File: config.mk
export PLATFORM = sky130hd
export DESIGN_NAME = cpu_external_bus_control
export DESIGN_NICKNAME = d
export VERILOG_FILES = /design/src/design/sync2.v /design/src/design/cpu_external_bus_control.v
export VERILOG_INCLUDE_DIRS = /design/src /design/src/design
export SDC_FILE = /design/constraint.sdc
export NUM_CORES = 1
export LEC_CHECK = 0
export ABC_AREA = 0
export ABC_CLOCK_PERIOD_IN_PS = 3900
export BUFFER_PORTS_ARGS = -buffer_cell sky130_fd_sc_hd__buf_2
export CAP_MARGIN = 20
export CORE_MARGIN = 2
export CORE_UTILIZATION = 61
export CTS_BUF_LIST = sky130_fd_sc_hd__clkbuf_2 sky130_fd_sc_hd__clkbuf_4 sky130_fd_sc_hd__clkbuf_8
export DETAILED_ROUTE_END_ITERATION = 10
export PLACE_DENSITY = 0.87
export REMOVE_ABC_BUFFERS = 1
export SLEW_MARGIN = 20
export SYNTH_ARGS = -nofsm -noshare
export SYNTH_HDL_FRONTEND = slang
export SYNTH_SLANG_ARGS = --single-unit
export TNS_END_PERCENT = 1
File: constraint.sdc
create_clock -name clk -period 3.9 [get_ports clk]
set_input_delay 0.39 -clock clk [delete_from_list [all_inputs] [get_ports clk]]
set_output_delay 0.39 -clock clk [all_outputs]
set_load 0.01 [all_outputs]
File: src/design/bus_ctrl_consts.vh
`ifndef BUS_CTRL_CONSTS_VH
`define BUS_CTRL_CONSTS_VH
`define RESET_VECTOR 32'h00000000
`define ADDR_STEP 32'h00000004
`define TEST_IN_W 17
`define TEST_OUT_W 3
`define MIN_RESET_FAST 4'h2
`define MIN_RESET_MEM 4'h5
`define CNT_W 4
`define CNT_ONE 4'h1
`define CNT_ZERO 4'h0
`define SYNC_W 9
`define SYNC_INIT 9'h03f
`endif

File: src/design/sync2.v
module sync2 #(
    parameter W = 1,
    parameter [W-1:0] INIT = {W{1'b1}}
)
(
    input wire clk,
    input wire rst,
    input wire ce,
    input wire [W-1:0] d,
    output reg [W-1:0] q
);
    reg [W-1:0] meta;
    always @(posedge clk)
    begin
        if (rst)
        begin
            meta <= INIT;
            q <= INIT;
        end
        else if (ce)
        begin
            meta <= d;
            q <= meta;
        end
    end
endmodule

File: src/design/cpu_external_bus_control.v
`include "bus_ctrl_consts.vh"
// How it works
// - request enable low floats request outputs
// - size high for word, low byte
// - size valid both ways, latched phase
// - fast interrupt level taken when enabled
// - normal interrupt same, lower priority
// - request pipelined, changes during clock low
// - reset aborts, disables caches
// - after reset fetch from address zero
// - idle incrementing cycles during reset
// - direction high write, latched phase
// - stall low extends current access
// - linear flag inverts memory request
// - test outputs low when tests low
// - test port timed by test clock
// - latch control low holds latched outputs
// - core clock fast, memory uses bus clock
module cpu_external_bus_control #(
    parameter AW = 32
)
(
    input wire clk,
    input wire rst,
    input wire ce,
    input wire memory_clock,
    input wire core_fast_clock,
    input wire core_reset_low,
    input wire test_port_reset_low,
    input wire request_output_enable,
    input wire address_latch_enable,
    input wire stall_request_low,
    input wire fast_interrupt_low,
    input wire normal_interrupt_low,
    input wire fast_interrupt_enable,
    input wire normal_interrupt_enable,
    input wire interrupt_ack,
    input wire strap_high_input,
    input wire [`TEST_IN_W-1:0] factory_test_inputs,
    input wire core_req,
    input wire core_write,
    input wire core_word,
    input wire [AW-1:0] core_addr,
    output reg memory_cycle_request_low,
    output reg memory_cycle_request_low_oe,
    output reg linear_access_flag,
    output reg linear_access_flag_oe,
    output reg word_not_byte,
    output reg write_not_read,
    output reg [AW-1:0] address,
    output reg core_stalled,
    output reg caches_enabled,
    output reg core_in_reset,
    output reg core_on_fast_clock,
    output reg take_fast_interrupt,
    output reg take_normal_interrupt,
    output reg [`TEST_OUT_W-1:0] factory_test_outputs,
    output reg factory_test_outputs_oe
);
    localparam ST_RESET = 3'b001;
    localparam ST_IDLE = 3'b010;
    localparam ST_MEM = 3'b100;

    wire [`SYNC_W-1:0] s;
    // one sync bank for the nine control pins; first stage read only inside sync2
    // init matches idle pin levels so no false edge follows reset
    sync2 #(.W(`SYNC_W), .INIT(`SYNC_INIT)) u_sync (
        .clk(clk),
        .rst(rst),
        .ce(ce),
        .d({memory_clock, core_fast_clock, core_reset_low,
            test_port_reset_low, request_output_enable,
            address_latch_enable, stall_request_low,
            fast_interrupt_low, normal_interrupt_low}),
        .q(s)
    );
    wire mclk_s = s[8];
    wire core_fast_clock_s = s[7];
    wire core_reset_low_s = s[6];
    wire trst_s = s[5];
    wire mse_s = s[4];
    wire ale_s = s[3];
    wire stall_request_low_s = s[2];
    wire fast_interrupt_low_s = s[1];
    wire normal_interrupt_low_s = s[0];
    wire tests_low = ~|factory_test_inputs;

    reg [2:0] state;
    reg [2:0] next_state;
    reg mclk_d;
    reg core_fast_clock_d;
    reg [`CNT_W-1:0] mcnt;
    reg [`CNT_W-1:0] fcnt;
    reg trst_seen;
    reg req_pipe;
    reg [AW-1:0] idle_addr;
    reg word_int;
    reg write_int;
    reg [AW-1:0] addr_int;
    reg fiq_pend;
    reg irq_pend;

    wire mclk_rise = mclk_s & ~mclk_d;
    wire mclk_fall = ~mclk_s & mclk_d;
    wire core_fast_clock_rise = core_fast_clock_s & ~core_fast_clock_d;
    wire reset_long = (mcnt >= `MIN_RESET_MEM) && (fcnt >= `MIN_RESET_FAST);

    always @*
    begin
        next_state = state;
        case (state)
            ST_RESET:
                if (core_reset_low_s && reset_long && trst_seen)
                    next_state = ST_IDLE;
            ST_IDLE:
                if (!core_reset_low_s)
                    next_state = ST_RESET;
                else if (mclk_fall && core_req)
                    next_state = ST_MEM;
            ST_MEM:
                if (!core_reset_low_s)
                    next_state = ST_RESET;
                // stall held low keeps the access open
                else if (mclk_fall && stall_request_low_s && !core_req)
                    next_state = ST_IDLE;
            default:
                next_state = ST_RESET;
        endcase
    end

    always @(posedge clk)
    begin
        if (rst)
        begin
            state <= ST_RESET;
            mclk_d <= 1'b0;
            core_fast_clock_d <= 1'b0;
            mcnt <= `CNT_ZERO;
            fcnt <= `CNT_ZERO;
            trst_seen <= 1'b0;
            req_pipe <= 1'b1;
            idle_addr <= `RESET_VECTOR;
            word_int <= 1'b1;
            write_int <= 1'b0;
            addr_int <= `RESET_VECTOR;
            caches_enabled <= 1'b0;
            core_in_reset <= 1'b1;
        end
        else if (ce)
        begin
            state <= next_state;
            mclk_d <= mclk_s;
            core_fast_clock_d <= core_fast_clock_s;
            // reset width counted on both clocks; saturates
            if (core_reset_low_s)
            begin
                mcnt <= `CNT_ZERO;
                fcnt <= `CNT_ZERO;
            end
            else
            begin
                if (mclk_rise && mcnt != `MIN_RESET_MEM)
                    mcnt <= mcnt + `CNT_ONE;
                if (core_fast_clock_rise && fcnt != `MIN_RESET_FAST)
                    fcnt <= fcnt + `CNT_ONE;
            end
            if (!trst_s)
                trst_seen <= 1'b1;
            if (state == ST_RESET)
            begin
                caches_enabled <= 1'b0;
                core_in_reset <= 1'b1;
                write_int <= 1'b0;
                word_int <= 1'b1;
                req_pipe <= 1'b1;
                // idle cycles walk the address; stall must stay high
                if (mclk_rise)
                    idle_addr <= idle_addr + `ADDR_STEP;
                addr_int <= idle_addr;
                if (next_state == ST_IDLE)
                begin
                    addr_int <= `RESET_VECTOR;
                    idle_addr <= `RESET_VECTOR;
                end
            end
            else
            begin
                core_in_reset <= 1'b0;
                caches_enabled <= 1'b1;
                // request is decided for the next cycle during low phase
                if (mclk_fall)
                    req_pipe <= ~core_req;
                if (mclk_fall && core_req)
                begin
                    word_int <= core_word;
                    write_int <= core_write;
                    addr_int <= core_addr;
                end
            end
        end
    end

    // in_reset decoding shared by the interrupt and pin-side blocks; latch_open used pin-side only
    function in_reset;
        input [2:0] st;
        begin
            in_reset = (st == ST_RESET);
        end
    endfunction

    function latch_open;
        input hi;
        input le;
        begin
            latch_open = hi & le;
        end
    endfunction

    always @(posedge clk)
    begin
        if (rst)
        begin
            fiq_pend <= 1'b0;
            irq_pend <= 1'b0;
            take_fast_interrupt <= 1'b0;
            take_normal_interrupt <= 1'b0;
            core_stalled <= 1'b0;
            core_on_fast_clock <= 1'b1;
        end
        else if (ce)
        begin
            core_stalled <= (state == ST_MEM) && !stall_request_low_s;
            // core on fast clock unless on external memory
            core_on_fast_clock <= (state != ST_MEM);
            // level inputs, no latching beyond the ack
            fiq_pend <= !fast_interrupt_low_s && fast_interrupt_enable && !interrupt_ack
                && !in_reset(state);
            irq_pend <= !normal_interrupt_low_s && normal_interrupt_enable && !interrupt_ack
                && !in_reset(state);
            take_fast_interrupt <= fiq_pend;
            take_normal_interrupt <= irq_pend && !fiq_pend;
        end
    end

    always @(posedge clk)
    begin
        if (rst)
        begin
            memory_cycle_request_low <= 1'b1;
            memory_cycle_request_low_oe <= 1'b0;
            linear_access_flag <= 1'b0;
            linear_access_flag_oe <= 1'b0;
            word_not_byte <= 1'b1;
            write_not_read <= 1'b0;
            address <= `RESET_VECTOR;
            factory_test_outputs <= {`TEST_OUT_W{1'b0}};
            factory_test_outputs_oe <= 1'b1;
        end
        else if (ce)
        begin
            // reset state forces the idle level without waiting a cycle
            if (!mclk_s)
            begin
                memory_cycle_request_low <= req_pipe | in_reset(state);
                linear_access_flag <= ~(req_pipe | in_reset(state));
            end
            memory_cycle_request_low_oe <= mse_s;
            linear_access_flag_oe <= mse_s;
            // latched outputs move in the high phase; latch low holds
            if (latch_open(mclk_s, ale_s))
            begin
                word_not_byte <= word_int;
                write_not_read <= write_int;
                address <= addr_int;
            end
            factory_test_outputs <= {`TEST_OUT_W{1'b0}};
            // scan port has its own test clock; not part of this block
            factory_test_outputs_oe <= tests_low | ~strap_high_input;
        end
    end
endmodule

==> results_dict.tcl <==
set metrics [dict create \
    core_area_um2 9640 \
    layout.nets 860 \
    grt_pass1_wl_mm 22.7 \
    antenna_found_initial 0 \
    synth_flop_cell "dfxtp_1" \
    grt_usage_pct 27.0 \
    synth_most_common_cell "dfxtp_1" \
    cts_sinks 143 \
    cp.depth 8 \
    synth_cells 700 \
    status "completed" \
    wl_per_cell_um 14.9 \
    startpoint_type "register" \
    clkTransAtPathRegs_ns 0.09 \
    setup_viol 0 \
    required_ns 4.20 \
    antenna_cells 0 \
    crit_type "reg -> reg" \
    cts.path.max_buffers 2 \
    cp_slowest_cell "a22oi_2" \
    clock_skew_ns 0.0121 \
    reg2reg_depth 8 \
    synth_top_area_cell "dfxtp_1" \
    finalSetupTns_ns 0 \
    cts_hold_buffers 0 \
    synth_compound_area_share_pct 17.1 \
    synthTopCellsByCount "dfxtp_1 (143), nand2_1 (103), a21oi_1 (75), nor2_1 (65), clkbuf_1 (42)" \
    worst_ir_drop_vdd_mv 0.241 \
    netlist_area_um2 5960 \
    tritoncts "done" \
    ant_nets 0 \
    nFillCells 763 \
    grt_max_degree 90 \
    slowest_delay_ns 0.72 \
    p_leak_nw 2.72 \
    relSlewSlack_pct 34.8 \
    start_util_pct 61.8 \
    synth_top_family_by_area "simple AND/OR/NAND/NOR gates" \
    crit_family "compound AO/OA/AOI/OAI gates" \
    drt-total-wl_mm 13.9 \
    synth_simple_gate_area_share_pct 23.8 \
    maxCapViolCount 0 \
    crit_buf_inv 2 \
    async_flop_share_pct 0 \
    drc 0 \
    syn_to_final_growth_pct 16.5 \
    synthTopCellsByArea "dfxtp_1 (48%), nand2_1 (6.5%), a21oi_1 (6.3%)" \
    fmax_mhz 390 \
    avgSynthCellArea_um2 8.51 \
    path_max_fanout 28 \
    seq_area_frac_synth_pct 48.0 \
    numCtsBuffers 17 \
    postCtsResizedCells 0 \
    cp.arrival_ns 2.86 \
    synth_cell_types 52 \
    vias 5539 \
    synth_mux_area_share_pct 4.20 \
    io_pins 116 \
    finalCriticalPeriod_ns 2.56 \
    post_drt_via_cell_ratio 5.94 \
    finalPower_mw 2.97 \
    post-route-period-util_pct 65.8 \
    cp_cell_sequence "inv_1 -> ha_1 -> nand2b_1 -> a21o_1 -> a22oi_2 -> buf_4 -> or4_1 -> a21oi_1" \
    drt_first_pass_iters 5 \
    hpwl_mm 9.43 \
    yosysWarnings 0 \
    routabilityCongestion 0.878 \
    crit_path_end_kind "register" \
    worst_slew_pin_slew_ns 0.976 \
    htreeDepth 4 \
    seqCellArea_um2 2860 \
    cts_setup_buffers 0 \
    rows 36 \
    drt_iter0_markers 325 \
    hold_depth 3 \
    rsz0062_at_grt "false" \
    hold_class "in -> reg" \
    grt_overflow_total 0 \
    layout-drive-gt1-share_pct 20.4 \
    cts_root_buf "clkbuf_8" \
    synthXorXnorAreaFrac_pct 0.882 \
    port-buffer-count 112 \
    synth-seq-cells 143 \
    multi_input_area_um2 2840 \
    synth_edf_count 0 \
    grt_pass1_vias 5092 \
    synth_adder_area_share_pct 1.26 \
    clk_latency_ns 0.46 \
    powerDensity_nw_per_um2 428 \
    drv_slew 0 \
    die_y_um 103 \
    die_area_um2 10600 \
    synth_top_area_share_pct 48.0 \
    final_hold_viol_count 0 \
    fp.dieW_um 103 \
    utilization_pct 72.0 \
]
==> power breakdown <==
part	switching [mW]	internal, mW
Clock	0.617	0.608
Combinational	0.133	0.0858
Sequential	0.0250	1.50
==> cells in the final DEF (no fill, tap or decap), types with 2 or more instances in the layout <==
cell	count
o31ai_1	22
nand4_1	8
nor2b_1	5
ha_1	6
a21o_1	2
or4_1	22
mux2i_1	25
or3_1	5
a311oi_1	2
and3_1	3
nor2_1	65
bufinv_16	2
nor4_1	4
o21ai_0	8
conb_1	3
nand3_1	19
nand4_2	2
buf_4	6
a21oi_2	2
nor3_1	38
xor2_1	4
clkbuf_8	18
nand2b_1	9
nor3b_1	3
dfxtp_1	143
a22oi_1	3
xnor2_1	2
or2_2	2
nand2_1	103
inv_6	9
buf_2	112
a221oi_1	30
inv_1	14
a21oi_1	74
==> sequential cells by signal (all words and copies together), names as in the netlist, 3 cells and up <==
signal / cells
u_sync.q: 9
address: 32
u_sync.meta: 9
state: 3
idle_addr: 30
addr_int: 32
fcnt: 4
mcnt: 4
==> final timing paths <==
kind                   startpoint        endpoint  slack [ns]
max                       mcnt[1]   idle_addr[25]        1.34
min          normal_interrupt_low  u_sync.meta[0]        0.14
max reg2reg               mcnt[1]   idle_addr[25]        1.34
min reg2reg          addr_int[31]     address[31]        0.45
==> cell type report <==
class | instances | share of cell area, %
tap | 133 | 2.40
multi-input combinational | 491 | 40.9
inverter | 15 | 0.811
clock buffer | 18 | 3.57
sequential | 143 | 41.2
clock inverter | 14 | 2.40
timing repair buffer | 118 | 8.72
==> per-layer routing <==
| metal | vias to the layer above | global-route usage [%] | share of wire, % |
|---|---|---|---|
| li1 | 2673 | - | - |
| met1 | 2608 | 34.0 | 42 |
| met2 | 226 | 44.4 | 49 |
| met3 | 32 | 6.17 | 6.6 |
| met4 | 0 | 12.3 | 2.3 |
| met5 | - | 0 | 0 |
==> logic make-up (layout without fill, tap and decap cells) <==
logic type                 count (synthesis)  in the layout
AOI/OAI and AO/OA                        156            156
xor gates and xnor gates                   6              6
adders and majority gates                  6              6
buffers and inverters                     68            165
DFF                                      143            143
muxes                                     25             25
other                                      1              3
and+or+nand+nor                          295            295
==> stage by stage <==
step           instance area, um^2  std cells  hold slack, ns  worst slack, ns
3_5_place_dp                  6530        900           0.445             1.34
5_1_grt                       6940        932           0.133             1.11
6_report                      6940        932           0.142             1.34
2_1_floorplan                 5740        649           0.426            0.839
3_3_place_gp                  6530        900           0.439             1.44
4_1_cts                       6940        932           0.120             1.34
==> tightest hold or removal path, cell delays in order <==
cell and delay (ns):
buf_2 0.07, mux2i_1 0.05, nand2_1 0.06
No activity file was read; power rests on OpenSTA's default activity.
